==> src/ast_pkg.sv <==
package ast_pkg;
    // Register addresses
    localparam logic [7:0] ADDR_DATA_BUFFER = 8'hF0;
    localparam logic [7:0] ADDR_PORT3_MODE  = 8'hF7;
    localparam logic [7:0] ADDR_PORT3_PINS  = 8'hF8;
    localparam logic [7:0] ADDR_REQUESTS    = 8'hF9;
    // Mode register bit positions
    localparam int unsigned MODE_PARITY_BIT = 7;
    localparam int unsigned MODE_SERIAL_BIT = 6;
    // Request register bit positions
    localparam int unsigned REQ_RX_BIT = 0;
    localparam int unsigned REQ_TX_BIT = 1;
    // Reset values
    localparam logic [7:0] MODE_RESET   = 8'h00;
    localparam logic [7:0] SHIFT_ONES   = 8'hFF;
    localparam logic [7:0] DATA_RESET   = 8'h00;
    // Bit timing in timer pulses
    localparam logic [3:0] TICK_ZERO    = 4'h0;
    localparam logic [3:0] TICK_ONE     = 4'h1;
    localparam logic [3:0] TICK_MID     = 4'h8;
    localparam logic [3:0] TICK_LAST    = 4'hF;
    // Frame lengths
    localparam logic [3:0] RX_DATA_BITS = 4'h8;
    localparam logic [3:0] TX_FRAME_BITS = 4'hB;
    localparam logic [3:0] CNT_ZERO     = 4'h0;
    localparam logic [3:0] CNT_ONE      = 4'h1;
    localparam int unsigned DATA_MSB    = 7;

    typedef enum logic [1:0] {
        RX_HUNT  = 2'b00,
        RX_START = 2'b01,
        RX_DATA  = 2'b10
    } ast_rx_state_type;

    typedef struct packed {
        logic [7:0]       mode;
        logic             sync1;
        logic             sync2;
        logic             sync_prev;
        ast_rx_state_type rx_state;
        logic [3:0]       rx_tick;
        logic [3:0]       rx_cnt;
        logic [7:0]       rx_shift;
        logic [7:0]       rx_buf;
        logic             rx_req;
        logic             tx_busy;
        logic [3:0]       tx_tick;
        logic [3:0]       tx_cnt;
        logic [10:0]      tx_shift;
        logic             tx_line;
        logic             tx_req;
        logic             timer_irq;
        logic [7:0]       rdata;
    } ast_state_type;
endpackage : ast_pkg

==> src/ast_uart.sv <==
`timescale 1ns/1ns
module ast_uart (
    input  wire logic       i_clk_sys,
    input  wire logic       i_resetn,
    input  wire logic [7:0] i_addr,
    input  wire logic [7:0] i_wdata,
    input  wire logic       i_wr,
    input  wire logic       i_rd,
    output logic      [7:0] o_rdata,
    input  wire logic       i_timer_tick,
    input  wire logic       i_serial_input_pin,
    output logic            o_serial_out,
    output logic            o_receive_done_request,
    output logic            o_transmit_done_request,
    output logic            o_timer_irq
);
    import ast_pkg::*;

    ast_state_type s_q;
    ast_state_type s_d;
    logic          serial_on;
    logic          parity_on;
    logic          tick;
    logic          wr_data;
    logic [7:0]    tx_char;
    logic [7:0]    rx_char;

    // ==========================================================
    // Decode
    assign serial_on = s_q.mode[MODE_SERIAL_BIT];
    assign parity_on = s_q.mode[MODE_PARITY_BIT];
    // odd parity only, mode bit 7
    assign tick      = serial_on & i_timer_tick;
    assign wr_data   = i_wr && (i_addr == ADDR_DATA_BUFFER);

    always_comb begin
        tx_char = i_wdata;
        if (parity_on) begin
            tx_char[DATA_MSB] = ~(^i_wdata[DATA_MSB-1:0]);
        end
    end

    // receive parity check; rx_char is character after last shift
    always_comb begin
        rx_char = {s_q.sync2, s_q.rx_shift[7:1]};
        if (parity_on) begin
            rx_char[DATA_MSB] = ~(^{s_q.sync2, s_q.rx_shift[7:1]});
        end
    end

    // ==========================================================
    // Next state
    always_comb begin
        s_d           = s_q;
        s_d.timer_irq = 1'b0;
        s_d.sync1     = i_serial_input_pin;
        s_d.sync2     = s_q.sync1;
        s_d.sync_prev = s_q.sync2;
        s_d.rdata     = DATA_RESET;

        // timer interrupt only outside serial mode
        if (!serial_on && i_timer_tick) begin
            s_d.timer_irq = 1'b1;
        end

        // ------ receiver ------
        unique case (s_q.rx_state)
            RX_HUNT: begin
                if (serial_on && s_q.sync_prev && !s_q.sync2) begin
                    s_d.rx_state = RX_START;
                    s_d.rx_tick  = TICK_ZERO;
                end
            end
            RX_START: begin
                if (tick) begin
                    s_d.rx_tick = s_q.rx_tick + TICK_ONE;
                    if (s_q.rx_tick + TICK_ONE == TICK_MID) begin
                        if (s_q.sync2) begin
                            s_d.rx_state = RX_HUNT;
                        end else begin
                            s_d.rx_state = RX_DATA;
                            s_d.rx_tick  = TICK_ZERO;
                            s_d.rx_cnt   = CNT_ZERO;
                        end
                    end
                end
            end
            RX_DATA: begin
                if (tick) begin
                    s_d.rx_tick = s_q.rx_tick + TICK_ONE;
                    if (s_q.rx_tick == TICK_LAST) begin
                        s_d.rx_shift = {s_q.sync2, s_q.rx_shift[7:1]};
                        s_d.rx_cnt   = s_q.rx_cnt + CNT_ONE;
                        // eight data bits, stop not checked
                        if (s_q.rx_cnt + CNT_ONE == RX_DATA_BITS) begin
                            s_d.rx_buf   = rx_char;
                            s_d.rx_req   = 1'b1;
                            s_d.rx_shift = SHIFT_ONES;
                            s_d.rx_state = RX_HUNT;
                        end
                    end
                end
            end
            default: s_d.rx_state = RX_HUNT;
        endcase
        if (!serial_on) begin
            s_d.rx_state = RX_HUNT;
            s_d.rx_shift = SHIFT_ONES;
        end

        // ------ transmitter ------
        if (s_q.tx_busy && tick) begin
            s_d.tx_tick = s_q.tx_tick + TICK_ONE;
            if (s_q.tx_tick == TICK_LAST) begin
                s_d.tx_line  = s_q.tx_shift[0];
                s_d.tx_shift = {1'b1, s_q.tx_shift[10:1]};
                s_d.tx_cnt   = s_q.tx_cnt + CNT_ONE;
                if (s_q.tx_cnt == TX_FRAME_BITS) begin
                    s_d.tx_line = 1'b1;
                    s_d.tx_busy = 1'b0;
                    s_d.tx_req  = 1'b1;
                end
            end
        end
        if (!serial_on) begin
            s_d.tx_busy = 1'b0;
            s_d.tx_line = 1'b1;
        end

        // ------ register bus ------
        if (i_wr) begin
            unique case (i_addr)
                ADDR_PORT3_MODE: s_d.mode = i_wdata;
                ADDR_REQUESTS: begin
                    if (i_wdata[REQ_RX_BIT] && !s_d.rx_req) begin
                        s_d.rx_req = 1'b0;
                    end else if (i_wdata[REQ_RX_BIT] && !s_q.rx_req) begin
                        s_d.rx_req = 1'b1;
                    end else if (i_wdata[REQ_RX_BIT] &&
                                 s_d.rx_req == s_q.rx_req) begin
                        s_d.rx_req = 1'b0;
                    end
                    if (i_wdata[REQ_TX_BIT] && s_d.tx_req == s_q.tx_req) begin
                        s_d.tx_req = 1'b0;
                    end
                end
                default: ;
            endcase
        end
        if (wr_data && serial_on) begin
            s_d.tx_busy  = 1'b1;
            s_d.tx_tick  = TICK_ZERO;
            s_d.tx_cnt   = CNT_ONE;
            s_d.tx_line  = 1'b0;
            s_d.tx_shift = {2'b11, 1'b1, tx_char};
        end
        if (i_rd) begin
            unique case (i_addr)
                ADDR_DATA_BUFFER: s_d.rdata = s_q.rx_buf;
                ADDR_PORT3_MODE:  s_d.rdata = s_q.mode;
                ADDR_PORT3_PINS:  s_d.rdata = {s_q.tx_line, 6'h00, s_q.sync2};
                ADDR_REQUESTS:    s_d.rdata = {6'h00, s_q.tx_req, s_q.rx_req};
                default:          s_d.rdata = DATA_RESET;
            endcase
        end
    end

    // ==========================================================
    // State register
    // reset disables serial mode and parity
    always_ff @(posedge i_clk_sys or negedge i_resetn) begin
        if (!i_resetn) begin
            s_q           <= '0;
            s_q.mode      <= MODE_RESET;
            s_q.sync1     <= 1'b1;
            s_q.sync2     <= 1'b1;
            s_q.sync_prev <= 1'b1;
            s_q.rx_state  <= RX_HUNT;
            s_q.rx_shift  <= SHIFT_ONES;
            s_q.tx_line   <= 1'b1;
        end else begin
            s_q <= s_d;
        end
    end

    assign o_rdata                 = s_q.rdata;
    assign o_serial_out            = s_q.tx_line;
    assign o_receive_done_request  = s_q.rx_req;
    assign o_transmit_done_request = s_q.tx_req;
    assign o_timer_irq             = s_q.timer_irq;

    // ==========================================================
    // Assertions
    AST_IDLE_MARK: assert property (@(posedge i_clk_sys) disable iff (!i_resetn)
        !s_q.tx_busy |-> o_serial_out)
        else $error("line not marking while idle");
    AST_WRITE_START: assert property (@(posedge i_clk_sys) disable iff (!i_resetn)
        (wr_data && serial_on) |=> (!o_serial_out && s_q.tx_tick == TICK_ZERO))
        else $error("write did not start frame");
    AST_TX_DONE: assert property (@(posedge i_clk_sys) disable iff (!i_resetn)
        $fell(s_q.tx_busy) && serial_on |-> o_transmit_done_request)
        else $error("no transmit done request");
    AST_RX_DONE: assert property (@(posedge i_clk_sys) disable iff (!i_resetn)
        $rose(o_receive_done_request) |-> s_q.rx_state == RX_HUNT &&
        s_q.rx_shift == SHIFT_ONES)
        else $error("receiver not rearmed");
    AST_FALSE_START: assert property (@(posedge i_clk_sys) disable iff (!i_resetn)
        (s_q.rx_state == RX_START && tick &&
         s_q.rx_tick == TICK_MID - TICK_ONE && s_q.sync2)
        |=> s_q.rx_state == RX_HUNT)
        else $error("false start not rejected");
    AST_HUNT_ONES: assert property (@(posedge i_clk_sys) disable iff (!i_resetn)
        s_q.rx_state == RX_HUNT |-> s_q.rx_shift == SHIFT_ONES)
        else $error("shifter not all ones while hunting");
    AST_NO_TIMER_IRQ: assert property (@(posedge i_clk_sys) disable iff (!i_resetn)
        serial_on |=> !o_timer_irq || !$past(serial_on))
        else $error("timer interrupt in serial mode");
    AST_RX_READ: assert property (@(posedge i_clk_sys) disable iff (!i_resetn)
        (i_rd && i_addr == ADDR_DATA_BUFFER) |=> o_rdata == $past(s_q.rx_buf))
        else $error("read did not return receive buffer");

    // Shift clock events, named once so the checks below stay readable
    logic rx_last;
    logic tx_last;
    assign rx_last = s_q.rx_state == RX_DATA && tick &&
                     s_q.rx_tick == TICK_LAST &&
                     s_q.rx_cnt == RX_DATA_BITS - CNT_ONE;
    assign tx_last = s_q.tx_busy && tick && s_q.tx_tick == TICK_LAST &&
                     s_q.tx_cnt == TX_FRAME_BITS;

    AST_SYNC_FIRST: assert property (@(posedge i_clk_sys)
        disable iff (!i_resetn) $past(i_resetn) |->
        s_q.sync1 == $past(i_serial_input_pin))
        else $error("first sync stage lost the pin");

    AST_SYNC_SECOND: assert property (@(posedge i_clk_sys)
        disable iff (!i_resetn) $past(i_resetn) |->
        s_q.sync2 == $past(s_q.sync1))
        else $error("second sync stage skipped");

    AST_START_ARM: assert property (@(posedge i_clk_sys)
        disable iff (!i_resetn) (s_q.rx_state == RX_HUNT && serial_on &&
        s_q.sync_prev && !s_q.sync2) |=> (s_q.rx_state == RX_START &&
        s_q.rx_tick == TICK_ZERO) || !serial_on)
        else $error("falling edge did not arm receiver");

    AST_MID_START: assert property (@(posedge i_clk_sys)
        disable iff (!i_resetn) (s_q.rx_state == RX_START && tick &&
        s_q.rx_tick == TICK_MID - TICK_ONE && !s_q.sync2) |=>
        s_q.rx_state == RX_DATA || !serial_on)
        else $error("valid start bit not accepted");

    AST_START_BOUND: assert property (@(posedge i_clk_sys)
        disable iff (!i_resetn)
        s_q.rx_state == RX_START |-> s_q.rx_tick < TICK_MID)
        else $error("start count passed mid bit");

    AST_DATA_SHIFT: assert property (@(posedge i_clk_sys)
        disable iff (!i_resetn) (s_q.rx_state == RX_DATA && tick &&
        s_q.rx_tick == TICK_LAST && !rx_last) |=>
        s_q.rx_shift == {$past(s_q.sync2), $past(s_q.rx_shift[7:1])} ||
        !serial_on)
        else $error("receive bit not shifted");

    AST_DATA_IDLE: assert property (@(posedge i_clk_sys)
        disable iff (!i_resetn) (s_q.rx_state == RX_DATA && !tick) |=>
        s_q.rx_tick == $past(s_q.rx_tick))
        else $error("receive divider moved without pulse");

    AST_RX_COUNT: assert property (@(posedge i_clk_sys)
        disable iff (!i_resetn)
        s_q.rx_state == RX_DATA |-> s_q.rx_cnt < RX_DATA_BITS)
        else $error("receive bit count overflow");

    AST_RX_DELIVER: assert property (@(posedge i_clk_sys)
        disable iff (!i_resetn) rx_last |=> o_receive_done_request &&
        s_q.rx_buf == $past(rx_char))
        else $error("character not delivered");

    AST_PARITY_FLAG: assert property (@(posedge i_clk_sys)
        disable iff (!i_resetn) (rx_last && parity_on) |=>
        s_q.rx_buf[DATA_MSB] ==
        ~^{$past(s_q.sync2), $past(s_q.rx_shift[7:1])})
        else $error("parity flag wrong");

    AST_NO_PARITY: assert property (@(posedge i_clk_sys)
        disable iff (!i_resetn) (rx_last && !parity_on) |=>
        s_q.rx_buf[DATA_MSB] == $past(s_q.sync2))
        else $error("bit 7 altered without parity");

    AST_TX_PARITY: assert property (@(posedge i_clk_sys)
        disable iff (!i_resetn) (wr_data && serial_on && parity_on) |=>
        ^s_q.tx_shift[DATA_MSB:0] == 1'b1)
        else $error("transmit parity not odd");

    AST_TX_STOPS: assert property (@(posedge i_clk_sys)
        disable iff (!i_resetn) (wr_data && serial_on) |=>
        s_q.tx_shift[10:8] == 3'h7 && s_q.tx_cnt == CNT_ONE)
        else $error("frame not loaded with stops");

    AST_TX_BIT: assert property (@(posedge i_clk_sys)
        disable iff (!i_resetn) (s_q.tx_busy && tick &&
        s_q.tx_tick == TICK_LAST && !tx_last && !wr_data) |=>
        o_serial_out == $past(s_q.tx_shift[0]) || !serial_on)
        else $error("wrong bit on line");

    AST_TX_HOLD: assert property (@(posedge i_clk_sys)
        disable iff (!i_resetn) (s_q.tx_busy && !tick && !wr_data) |=>
        $stable(o_serial_out) || !serial_on)
        else $error("line moved between shift clocks");

    AST_TX_DONE_CNT: assert property (@(posedge i_clk_sys)
        disable iff (!i_resetn) $rose(o_transmit_done_request) |->
        $past(s_q.tx_cnt) == TX_FRAME_BITS)
        else $error("transmit done before second stop");

    AST_TIMER_IRQ: assert property (@(posedge i_clk_sys)
        disable iff (!i_resetn) (!serial_on && i_timer_tick) |=>
        o_timer_irq)
        else $error("timer interrupt missing");

    AST_REQ_CLEAR: assert property (@(posedge i_clk_sys)
        disable iff (!i_resetn) (i_wr && i_addr == ADDR_REQUESTS &&
        i_wdata[REQ_TX_BIT] && !tx_last) |=> !o_transmit_done_request)
        else $error("transmit request not cleared");

    AST_READ_IDLE: assert property (@(posedge i_clk_sys)
        disable iff (!i_resetn) !i_rd |=> o_rdata == DATA_RESET)
        else $error("read data without read");

    AST_MODE_WRITE: assert property (@(posedge i_clk_sys)
        disable iff (!i_resetn) (i_wr && i_addr == ADDR_PORT3_MODE) |=>
        s_q.mode == $past(i_wdata))
        else $error("mode write lost");

    AST_OFF_MARK: assert property (@(posedge i_clk_sys)
        disable iff (!i_resetn) !serial_on |=> o_serial_out)
        else $error("line not marking with serial off");

    AST_HUNT_STOP: assert property (@(posedge i_clk_sys)
        disable iff (!i_resetn)
        s_q.rx_state == RX_HUNT |=> s_q.rx_state != RX_DATA)
        else $error("shifting without start bit");

    AST_PINS_READ: assert property (@(posedge i_clk_sys)
        disable iff (!i_resetn) (i_rd && i_addr == ADDR_PORT3_PINS) |=>
        o_rdata[0] == $past(s_q.sync2))
        else $error("serial pin not readable");
endmodule : ast_uart

==> config.mk <==
export PLATFORM = sky130hd
export DESIGN_NAME = ast_uart
export DESIGN_NICKNAME = d
export VERILOG_FILES = /design/src/ast_pkg.sv /design/src/ast_uart.sv
export SDC_FILE = /design/constraint.sdc
export NUM_CORES = 1
export LEC_CHECK = 0
export BUFFER_PORTS_ARGS = -buffer_cell sky130_fd_sc_hd__buf_2
export CAP_MARGIN = 20
export CORE_ASPECT_RATIO = 1.1
export CORE_MARGIN = 2
export CORE_UTILIZATION = 38
export DETAILED_ROUTE_END_ITERATION = 12
export PLACE_DENSITY = 0.58
export SLEW_MARGIN = 5
export SYNTH_ARGS = -nofsm -noshare
export SYNTH_HDL_FRONTEND = slang
export SYNTH_SLANG_ARGS = --single-unit
==> constraint.sdc <==
create_clock -name i_clk_sys -period 1.9 [get_ports i_clk_sys]
set_input_delay 0.38 -clock i_clk_sys [delete_from_list [all_inputs] [get_ports i_clk_sys]]
set_output_delay 0.38 -clock i_clk_sys [all_outputs]
set_load 0.005 [all_outputs]
==> implementation parameters, run 1 <==
Parameter                              Value

Clock network
  Clk buf depth ... 2
  TritonCTS clock tree ... built
  Clock Pin Slew Worst Setup and Hold Paths ... 70 ps
  Worst-Skew Late Latency ... 340 ps
  Number of buffers inserted to repair setup after CTS ... 0
  Root Driver ... clkbuf_8
  Number of sinks handled by clock tree synthesis ... 68
  CTS H-tree lvls ... 3
  Total CTS buffers ... 9

Yosys
  Area of the mapped netlist ... 3380 um2
  Yosys reg bits ... 68
  Synth area leaders ... dfrtp_1 42%, dfstp_2 8.5%, mux2_2 5.0%, mux2i_1 3.5%, ha_1 3.3%
  Compound-Gate Fraction of Synth Area ... 13.0%
  Yosys top cell by area ... dfrtp_1
  Count of unique library cells instantiated by Yosys ... 50
  XOR/XNOR Fraction of Synth Area ... 5.21%
  Arithmetic-cell share of the synthesized area counting full adders, half adders and majority gates ... 3.33%
  Main flop type after synthesis ... dfrtp_1
  Synthesis warning total ... 0
  Async set-or-reset flop fraction in the synthesized netlist ... 100%
  Synthesized area divided by synthesized cell count ... 11.2 um2
  Mapped Nets ... 333
  Simple-Gate Fraction of Synth Area ... 14.5%
  Share of the synthesized area in the top cell type ... 42.1%
  Number of enable flip-flop cells after synthesis ... 0
  Main combinational cell family by area after synthesis ... simple AND/OR/NAND/NOR gates
  Sequential fraction of the synthesis area ... 50.7%
  Count of mapped cells out of synthesis ... 302
  Portion of netlist area occupied by mux cells ... 8.54%

Die
  Area of the core ... 8740 um2
  I/O Pins ... 34
  Die area ... 9680 um2
  Die W ... 94.0 um
  Vert. Die Dim ... 103 um
  Initial core utilization ... 38.7%
  Number of placement rows ... 36

Route
  Routed wire length ... 6590 um
  Post-detailed-route via-to-cell ratio ... 5.11
  Number of nets with antenna violations after detailed routing ... 0
  Routed wirelength normalized by instance count ... 14.2 um
  Remaining DRCs ... 0
  Iter 0 DRT Violations ... 82
  Routed via count ... 2374
  Iteration count of the initial detailed-routing pass ... 4

Final layout
  Number of nets in the layout ... 378
  P&R area growth vs syn ... 17.0%
  # fillers ... 830
  Final instance count without filler cells ... 465
  Number of antenna cells inserted ... 0
  Fraction of final layout cells with drive strength greater than 1 ... 32.2%

Setup path
  CP max stage delay ... 420 ps
  Data required time of the critical path ... 2130 ps
  Kind of cell with the highest combined delay on the critical path ... compound AO/OA/AOI/OAI gates
  Element type at the critical path end ... flip-flop
  Worst Path Class, Setup ... reg2reg
  Data arrival time of the critical path ... 2000 ps
  Kind of launch point of the worst setup path ... flip-flop
  Cells traversed along the worst timing path ... inv_1 > ha_2 > or2_2 > a21oi_1 > and2_4 > o21ai_0 > a22o_1
  Crit path buffers/inverters ... 1
  Maximum fanout along the worst path ... 5
  Slowest-stage cell, CP ... dfrtp_1

Placement
  Final estimated routing congestion in global placement ... 0.776
  Post-DP HPWL ... 4890 um
  Inst Count DP ... 449
  Pre-CTS setup slack ... 40.8 ps
  Port Buffers ... 33

Timing
  Fin worst setup slack ... 130 ps
  Transition time of the tightest slew-check pin ... 481 ps
  Maximum frequency from static timing analysis ... 0.565 GHz
  Count of endpoints failing setup in the final report ... 0
  Clock period minus worst slack ... 1770 ps
  Hold Slack ... 131 ps
  Final worst path period share ... 93.1%
  Worst rel slew slack ... 67.7%
  Final Slew Violations ... 0
  Hold violation count in the final report ... 0
  Post-route clock skew ... 9.66 ps
  Setup Total Neg Slack ... 0 ps

Power and ir drop
  Post-layout power ... 3.06 mW
  Max rail drop VDD ... 0.000384 V
  Power Dens Cells ... 773 nW/um2
  Pleak ... 1.84 nW

Run status
  Status ... finished, final reports clean

GRT
  Total global routing overflow ... 0
  Global-route wire length before repair ... 11600 um
  Initial antenna violation count ... 0
  Global Route Usage Sum ... 15.6%
  Largest net degree at the start of global routing ... 24
  Number of global-route vias before repair ... 2423

Worst hold path
  Worst min path class ... in2reg

Flow run
  Max_cap viols ... 0
cell usage in the layout (no fill, tap or decap), drive strengths merged, types with 2 or more instances in the layout:
master,n
mux2i,12
nor2,23
a211oi,3
a31oi,3
buf,48
nand4,5
or2,2
dfrtp,57
nand2,30
clkbuf,11
nand3,14
inv,9
a22oi,7
a22o,2
a21oi,6
o22a,7
xnor2,8
nand3b,3
mux2,15
xnor3,2
xor2,7
a21bo,3
and4,2
bufinv,2
and3,3
ha,9
dfstp,11
nor2b,5
o21ai,23
and2,3
registers in the layout, summed over array words and instances (netlist names):
name and count:
o_transmit_done_request 1, s_d 2, o_rdata 8, parity_on 1
s_q 46, rx_char 7, o_receive_done_request 1, o_serial_out 1
o_timer_irq 1
cell families after synthesis:
logic type	count (synthesis)
AND/OR/NAND/NOR	95
flip-flops	68
AO/OA/AOI/OAI	62
multiplexers	27
buffers and inverters	24
XOR/XNOR	17
adder cells (fa/ha/maj)	9
final timing paths:
kind | startpoint | to | slack (ps) | depth (start not counted)
hold reg to reg | s_d[59]$_DFF_PN1_ | s_d[58]$_DFF_PN1_ | 360 | 0
setup reg to reg | s_q[57]$_DFFE_PN0P_ | s_q[54]$_DFFE_PN0P_ | 130 | 7
min in group asynchronous | i_resetn | s_q[61]$_DFFE_PN0P_ | 440 | 2
max in group asynchronous | i_resetn | rx_char[3]$_DFFE_PN1P_ | 880 | 3
setup / recovery | s_q[57]$_DFFE_PN0P_ | s_q[54]$_DFFE_PN0P_ | 130 | 7
hold / removal | i_serial_input_pin | s_d[59]$_DFF_PN1_ | 130 | 1
area by class of cell:
class	instances	area (um2)	area share [%]
tap	114	143	3.60
timing repair buffer	49	325	8.22
inverter	9	33.8	0.853
clock inverter	4	72.6	1.83
clock buffer	11	151	3.82
multi-input combinational	210	1520	38.3
sequential	68	1720	43.4
what timing repair did:
| action | 4_1_cts | 5_1_grt |
|---|---|---|
| endpoints found under the hold margin | 7 | 0 |
| setup endpoints to repair | 0 | 11 |
| resized for setup | 0 | 5 |
| hold buffers | 1 | 0 |
layer usage:
layer,track usage (%),up-vias,routed length [um]
li1,-,1156,-
met1,19.2,1164,3040
met2,25.9,41,3140
met3,4.46,13,260
met4,6.47,0,153
met5,0,-,0
through the flow:
step | util [%] | cell area (um2)
6_report | 45.3 | 3960
5_1_grt | 45.3 | 3960
4_1_cts | 45.2 | 3950
3_5_place_dp | 42.5 | 3720
3_3_place_gp | 42.5 | 3720
2_1_floorplan | - | 3380
report_power, final:
part,switching (mW),internal (mW)
clock network,0.531,0.801
logic,0.126,0.0993
registers,0.0273,1.48
cell usage after synthesis, types with 2 or more instances:
| cell type | instances |
|---|---|
| a211oi_1 | 3 |
| a21bo_2 | 3 |
| a21oi_1 | 6 |
| a22o_1 | 2 |
| a22oi_1 | 7 |
| a31oi_1 | 3 |
| and2_1 | 3 |
| and3_1 | 3 |
| and4_1 | 2 |
| buf_4 | 10 |
| buf_6 | 2 |
| dfrtp_1 | 57 |
| dfstp_2 | 11 |
| ha_1 | 9 |
| inv_1 | 9 |
| mux2_2 | 15 |
| mux2i_1 | 12 |
| nand2_1 | 24 |
| nand2_2 | 6 |
| nand3_1 | 14 |
| nand3b_1 | 3 |
| nand4_1 | 5 |
| nor2_1 | 22 |
| nor2b_1 | 5 |
| o21ai_0 | 15 |
| o21ai_2 | 7 |
| o22a_1 | 7 |
| xnor2_1 | 8 |
| xnor3_1 | 2 |
| xor2_1 | 7 |
(Power assumes the default switching activity.)
==> run 2: changes to the inputs <==
CELL_PAD_IN_SITES_DETAIL_PLACEMENT = 0   (was not set)
CELL_PAD_IN_SITES_GLOBAL_PLACEMENT = 2   (was not set)
CORE_UTILIZATION = 35   (was 38)
PLACE_DENSITY = 0.76   (was 0.58)
==> run 2 against run 1 <==
- fmax decreased by 0.98%
- wire length is 4.7% higher
- worst hold slack got worse by 93 ps
- clock power increased by 5%
- core utilization decreased by 3.2 points
- clock skew is essentially flat
- non-clock buffer count down 2
- combinational power about the same
- cell area shrank 0.16%
- sequential share of layout area about the same
- global-route usage down 1.2 points
- register-to-register slack got worse by 20 ps
- critical path type unchanged
- largest cell class unchanged
==> implementation parameters, run 2 (synthesized netlist as in run 1, its figures left out) <==
Parameter                              Value

Final layout
  Final Util ... 42.1% (-3.2 points)
  Finished layout cell area ... 3950 um2 (-0.16%)
  Register with the highest flop count ... s_q
  Number of antenna cells inserted ... 0 (unchanged)
  Final instance count without filler cells ... 467 (+0.43%)
  Most frequent standard cell in the layout excluding fill and tap cells ... dfrtp_1
  P&R area growth vs syn ... 16.8%
  Number of nets in the layout ... 376 (-0.53%)
  Flip-flop count of the largest register, all copies and words added ... 46 (unchanged)
  Commonest cells after routing, fill and taps aside ... 57 x dfrtp_1, 33 x buf_2, 24 x nand2_1
  Fraction of final layout cells with drive strength greater than 1 ... 32.3% (+0.092 points)

Placement
  Inst Count DP ... 450 (+0.22%)
  Post-DP HPWL ... 4900 um (+0.30%)
  Pre-CTS setup slack ... 57.5 ps (+16.7 ps)
  Placed standard-cell area ... 3690 um2 (-0.64%)
  Port Buffers ... 33 (unchanged)
  Final estimated routing congestion in global placement ... 0.764 (-1.5%)

Setup path
  Internal reg-to-reg setup slack ... 110 ps (-20 ps)
  Reg2reg path depth ... 7 (unchanged)
  Maximum fanout along the worst path ... 5 (unchanged)
  Crit path buffers/inverters ... 1 (unchanged)
  Data arrival time of the critical path ... 2020 ps (+20 ps)
  Worst reg2reg path startpoint ... s_q[56]$_DFFE_PN0P_
  Cells traversed along the worst timing path ... inv_1 > ha_2 > or2_2 > a21oi_2 > and2_1 > o21ai_0 > a22o_1
  Slowest-stage cell, CP ... dfrtp_1
  Element type at the critical path end ... flip-flop
  RR Endpoint ... s_q[54]$_DFFE_PN0P_
  Worst Path Class, Setup ... reg2reg
  CP max stage delay ... 420 ps (about the same)
  Kind of cell with the highest combined delay on the critical path ... simple AND/OR/NAND/NOR gates
  End point of the critical path ... s_q[54]$_DFFE_PN0P_
  Kind of launch point of the worst setup path ... flip-flop
  Instance count on the critical path ... 7 (unchanged)
  CP startpoint ... s_q[56]$_DFFE_PN0P_
  Data required time of the critical path ... 2130 ps (about the same)

Route
  Number of nets with antenna violations after detailed routing ... 0 (unchanged)
  Iteration count of the initial detailed-routing pass ... 4 (unchanged)
  Routed wire length ... 6900 um (+4.7%)
  Remaining DRCs ... 0 (unchanged)
  Routed via count ... 2329 (-1.9%)
  Post-detailed-route via-to-cell ratio ... 4.99 (-2.3%)
  Iter 0 DRT Violations ... 81 (-1.2%)
  Routed wirelength normalized by instance count ... 14.8 um (+4.3%)

Timing
  Final worst path period share ... 94.1% (+0.92 points)
  Fin worst setup slack ... 113 ps (-17.5 ps)
  Post-route clock skew ... 10.0 ps (+0.360 ps)
  Transition time of the tightest slew-check pin ... 510 ps (+29.5 ps)
  Final Slew Violations ... 0 (unchanged)
  Maximum frequency from static timing analysis ... 0.560 GHz (-0.98%)
  Count of endpoints failing setup in the final report ... 0 (unchanged)
  Hold violation count in the final report ... 0 (unchanged)
  Clock period minus worst slack ... 1790 ps (+17.5 ps)
  Hold Slack ... 37.5 ps (-93.4 ps)
  Worst rel slew slack ... 65.8% (-2.0 points)
  Unrepaired setup endpoints after global routing ... yes
  Setup Total Neg Slack ... 0 ps (unchanged)

GRT
  Largest net degree at the start of global routing ... 69 (+190%)
  Initial antenna violation count ... 0 (unchanged)
  Total global routing overflow ... 0 (unchanged)
  Global-route wire length before repair ... 11800 um (+2.0%)
  Global Route Usage Sum ... 14.4% (-1.2 points)
  Number of global-route vias before repair ... 2378 (-1.9%)

Clock network
  Root Driver ... clkbuf_8
  CTS H-tree lvls ... 3 (unchanged)
  TritonCTS clock tree ... built
  Number of sinks handled by clock tree synthesis ... 68 (unchanged)
  Total CTS buffers ... 9 (unchanged)
  Clock Pin Slew Worst Setup and Hold Paths ... 80 ps (about the same)
  Clk buf depth ... 2 (unchanged)
  Count of hold buffers inserted by post-cts repair ... 0 (-1)
  Worst-Skew Late Latency ... 340 ps (about the same)

Power and ir drop
  Power Dens Cells ... 789 nW/um2 (+2.1%)
  Max rail drop VDD ... 0.000310 V (-19%)
  Post-layout power ... 3.12 mW (+1.9%)
  Pleak ... 1.84 nW (about the same)

Run status
  Status ... finished, final reports clean

Die
  Area of the core ... 9400 um2 (+7.5%)
  Initial core utilization ... 36.0% (-2.7 points)
  Number of placement rows ... 37 (+2.8%)
  Vert. Die Dim ... 107 um (+4.0%)
  Die W ... 97.8 um (+4.0%)
  Die area ... 10500 um2 (+8.2%)
  I/O Pins ... 34 (unchanged)

Flow run
  Max_cap viols ... 0 (unchanged)

Worst hold path
  Worst min path class ... in2async
==> run 2: changes by cell type in the layout (fill, tap and decap cells not counted), sizes merged <==
cell	change
dlygate4sd3	-1
clkinvlp	-1
clkinv	+1
buf	-1
clkbuf	+1
==> run 2: report_power, final <==
group / switching (mW) / internal, mW / total [mW] / leakage, nW
clock: 0.548 / 0.843 / 1.39 / 0.122
sequential: 0.0279 / 1.47 / 1.50 / 0.903
combinational: 0.128 / 0.0978 / 0.226 / 0.811
==> run 2: timing repair <==
item / CTS / global route
setup buffers: 0 / 1
endpoints found under the hold margin: 0 / 0
gates resized for setup: 0 / 5
setup endpoints to repair: 0 / 15
==> run 2: layer usage <==
metal,global-route usage [%],up-vias,wire (um)
li1,-,1160,-
met1,18.6,1115,3320
met2,23.3,44,3210
met3,3.98,10,261
met4,5.06,0,104
met5,0,-,0
==> run 2: worst min-delay path by stage <==
stage | endpoint | from | depth (start not counted) | slack (ps)
6_report | s_q[14]$_DFFE_PN0P_ | i_resetn | 2 | 40
5_1_grt | s_q[15]$_DFFE_PN0P_ | i_resetn | 2 | 30
4_1_cts | s_q[15]$_DFFE_PN0P_ | i_resetn | 2 | 40
3_5_place_dp | s_d[58]$_DFF_PN1_ | s_d[59]$_DFF_PN1_ | 0 | 350
3_3_place_gp | s_d[58]$_DFF_PN1_ | s_d[59]$_DFF_PN1_ | 0 | 350
2_1_floorplan | o_rdata[0]$_DFF_PN0_ | i_resetn | 0 | 80
==> run 2: final cells by class <==
class / instances / area (um2)
clock inverters: 4 / 70.1
well taps: 117 / 146
multi-input cells: 210 / 1530
inverters: 9 / 33.8
clock buffers: 12 / 165
fillers: 912 / 5450
flip-flops and latches: 68 / 1720
repair buffers: 47 / 295
==> run 2: worst reg2reg max path: cells and delay by family (launching register included) <==
family	cells	cell delay [ps]
simple gates	2	480
compound gates	3	480
flops	1	420
fa+ha+maj	1	220
buf+inv	1	90
==> run 3: changes to the inputs <==
CORE_UTILIZATION = 39   (was 35)
PLACE_DENSITY = 0.8   (was 0.76)
SLEW_MARGIN = 10   (was 5)
clock period = 2 ns   (was 1.9 ns; I/O delays follow)
==> run 3 against run 2 <==
- non-clock buffer count is the same
- first-iteration DRC count grew 21%
- clock power shrank 9%
- largest power group unchanged
==> implementation parameters, run 3 (synthesized netlist as in run 1, its figures left out) <==
Parameter                              Value

Clock network
  Clock Pin Slew Worst Setup and Hold Paths ... 80 ps (about the same)
  Total CTS buffers ... 9 (unchanged)
  TritonCTS clock tree ... built
  Clk buf depth ... 2 (unchanged)
  Worst-Skew Late Latency ... 340 ps (about the same)
  Number of sinks handled by clock tree synthesis ... 68 (unchanged)
  Root Driver ... clkbuf_8
  CTS H-tree lvls ... 3 (unchanged)

Die
  Number of placement rows ... 35 (-5.4%)
  Area of the core ... 8410 um2 (-11%)
  Initial core utilization ... 40.3% (+4.2 points)
  I/O Pins ... 34 (unchanged)
  Die area ... 9440 um2 (-9.9%)
  Vert. Die Dim ... 102 um (-5.1%)
  Die W ... 92.8 um (-5.1%)

GRT
  Global-route wire length before repair ... 11400 um (-3.4%)
  Total global routing overflow ... 0 (unchanged)
  Initial antenna violation count ... 0 (unchanged)
  Largest net degree at the start of global routing ... 69 (unchanged)
  Number of global-route vias before repair ... 2393 (+0.63%)
  Global Route Usage Sum ... 15.5% (+1.1 points)

Route
  Routed via count ... 2331 (+0.086%)
  Iter 0 DRT Violations ... 98 (+21%)
  Routed wirelength normalized by instance count ... 14.3 um (-2.9%)
  Routed wire length ... 6610 um (-4.1%)
  Iteration count of the initial detailed-routing pass ... 4 (unchanged)
  Number of nets with antenna violations after detailed routing ... 0 (unchanged)
  Post-detailed-route via-to-cell ratio ... 5.06 (+1.4%)
  Remaining DRCs ... 0 (unchanged)

Power and ir drop
  Post-layout power ... 2.90 mW (-7.0%)
  Internal Power ... 2.23 mW (-7.7%)
  Power Dens Cells ... 742 nW/um2 (-6.0%)
  Clk network pwr share ... 43.7% (-0.9 points)
  Switching power ... 0.673 mW (-4.5%)
  Relative contribution of combinational cells to total power ... 7.1% (-0.2 points)
  Seq pwr share ... 49.2% (+1.0 points)
  Max rail drop VDD ... 0.000314 V (+1.3%)
  Switching portion of total power ... 23.2% (+0.61 points)
  Pleak ... 1.82 nW (-0.82%)

Final layout
  Most frequent standard cell in the layout excluding fill and tap cells ... dfrtp_1
  Final instance count without filler cells ... 461 (-1.3%)
  Flip-flop count of the largest register, all copies and words added ... 46 (unchanged)
  Number of antenna cells inserted ... 0 (unchanged)
  Fraction of final layout cells with drive strength greater than 1 ... 31.1% (-1.1 points)
  Number of nets in the layout ... 376 (unchanged)
  Register with the highest flop count ... s_q
  Commonest cells after routing, fill and taps aside ... 57 x dfrtp_1, 33 x buf_2, 24 x nand2_1
  # fillers ... 810 (-11%)
  P&R area growth vs syn ... 15.6%
  Finished layout cell area ... 3910 um2 (-1.0%)

Setup path
  Slowest-stage cell, CP ... dfrtp_1
  Internal reg-to-reg setup slack ... 150 ps (+40 ps)
  Worst Path Class, Setup ... reg2reg
  Cells traversed along the worst timing path ... inv_1 > ha_1 > or2_2 > a21oi_1 > and2_1 > o21ai_0 > a22o_1
  CP max stage delay ... 420 ps (about the same)
  Maximum fanout along the worst path ... 5 (unchanged)
  Data required time of the critical path ... 2220 ps (+90 ps)
  Data arrival time of the critical path ... 2070 ps (+50 ps)
  Element type at the critical path end ... flip-flop
  Kind of launch point of the worst setup path ... flip-flop

Placement
  Port Buffers ... 33 (unchanged)
  Inst Count DP ... 444 (-1.3%)
  Post-DP HPWL ... 4800 um (-2.1%)
  Pre-CTS setup slack ... 159 ps (+101 ps)
  Final estimated routing congestion in global placement ... 0.809 (+5.8%)
  Placed standard-cell area ... 3670 um2 (-0.54%)

Timing
  Maximum frequency from static timing analysis ... 0.541 GHz (-3.2%)
  Final Slew Violations ... 0 (unchanged)
  Final worst path period share ... 92.3% (-1.7 points)
  Transition time of the tightest slew-check pin ... 496 ps (-14.1 ps)
  Hold violation count in the final report ... 0 (unchanged)
  Clock period minus worst slack ... 1850 ps (+59.6 ps)
  Post-route clock skew ... 8.70 ps (-1.32 ps)
  Setup Total Neg Slack ... 0 ps (unchanged)
  Count of endpoints failing setup in the final report ... 0 (unchanged)
  Fin worst setup slack ... 153 ps (+40.4 ps)
  Worst rel slew slack ... 66.7% (+0.94 points)

Run status
  Status ... finished, final reports clean

Flow run
  Max_cap viols ... 0 (unchanged)

Worst hold path
  Worst min path class ... in2async
## run 3: metrics by stage
step                hold slack, ps  utilization [%]
floorplan                      104                -
global placement               351             43.7
detailed placement             350             43.7
CTS                           74.8             46.4
global route                  84.5             46.5
finish                        70.6             46.5
## run 3: worst paths after layout
check	from	cells past startpoint	to
max	s_q[56]$_DFFE_PN0P_	7	s_q[54]$_DFFE_PN0P_
max reg2reg	s_q[56]$_DFFE_PN0P_	7	s_q[54]$_DFFE_PN0P_
min in group i_clk_sys	i_serial_input_pin	1	s_d[59]$_DFF_PN1_
min reg2reg	s_d[59]$_DFF_PN1_	0	s_d[58]$_DFF_PN1_
max in group asynchronous	i_resetn	2	s_q[58]$_DFF_PN1_
min	i_resetn	2	s_q[15]$_DFFE_PN0P_
## run 3: final cells by class
cell class / count / area [um2] / share of cell area (%)
timing repair buffer: 47 / 283 / 7.23
sequential: 68 / 1720 / 43.9
clock buffer: 11 / 141 / 3.61
multi-input combinational: 210 / 1510 / 38.7
tap: 111 / 139 / 3.55
clock inverter: 5 / 85.1 / 2.18
inverter: 9 / 33.8 / 0.864
## run 3: timing repair
item                                    in CTS  in global routing
buffers inserted                             0                  1
gates resized for setup                      0                  1
hold buffers                                 0                  0
endpoints found under the setup margin       0                  3
## run 3: metal layers
layer,global-route usage [%],vias to the layer above,wire [um]
li1,-,1158,-
met1,20.0,1110,3060
met2,25.3,50,3170
met3,3.79,13,264
met4,5.77,0,119
met5,0,-,0
## run 3: power groups by stage
stage | combinational, mW | clock, mW | sequential [mW]
after floorplan | 0.106 | 0 | 1.44
after global placement | 0.203 | 0 | 1.45
after detailed placement | 0.202 | 0 | 1.45
after CTS | 0.203 | 1.31 | 1.43
after global routing | 0.235 | 1.38 | 1.43
final | 0.206 | 1.27 | 1.43
## run 3: critical path: cells and delay by family (launching register included)
kind,cells,cell delay [ps]
AO/OA/AOI/OAI,3,490
adder cells (fa/ha/maj),1,250
buffers and inverters,1,80
flip-flops,1,420
AND/OR/NAND/NOR,2,490
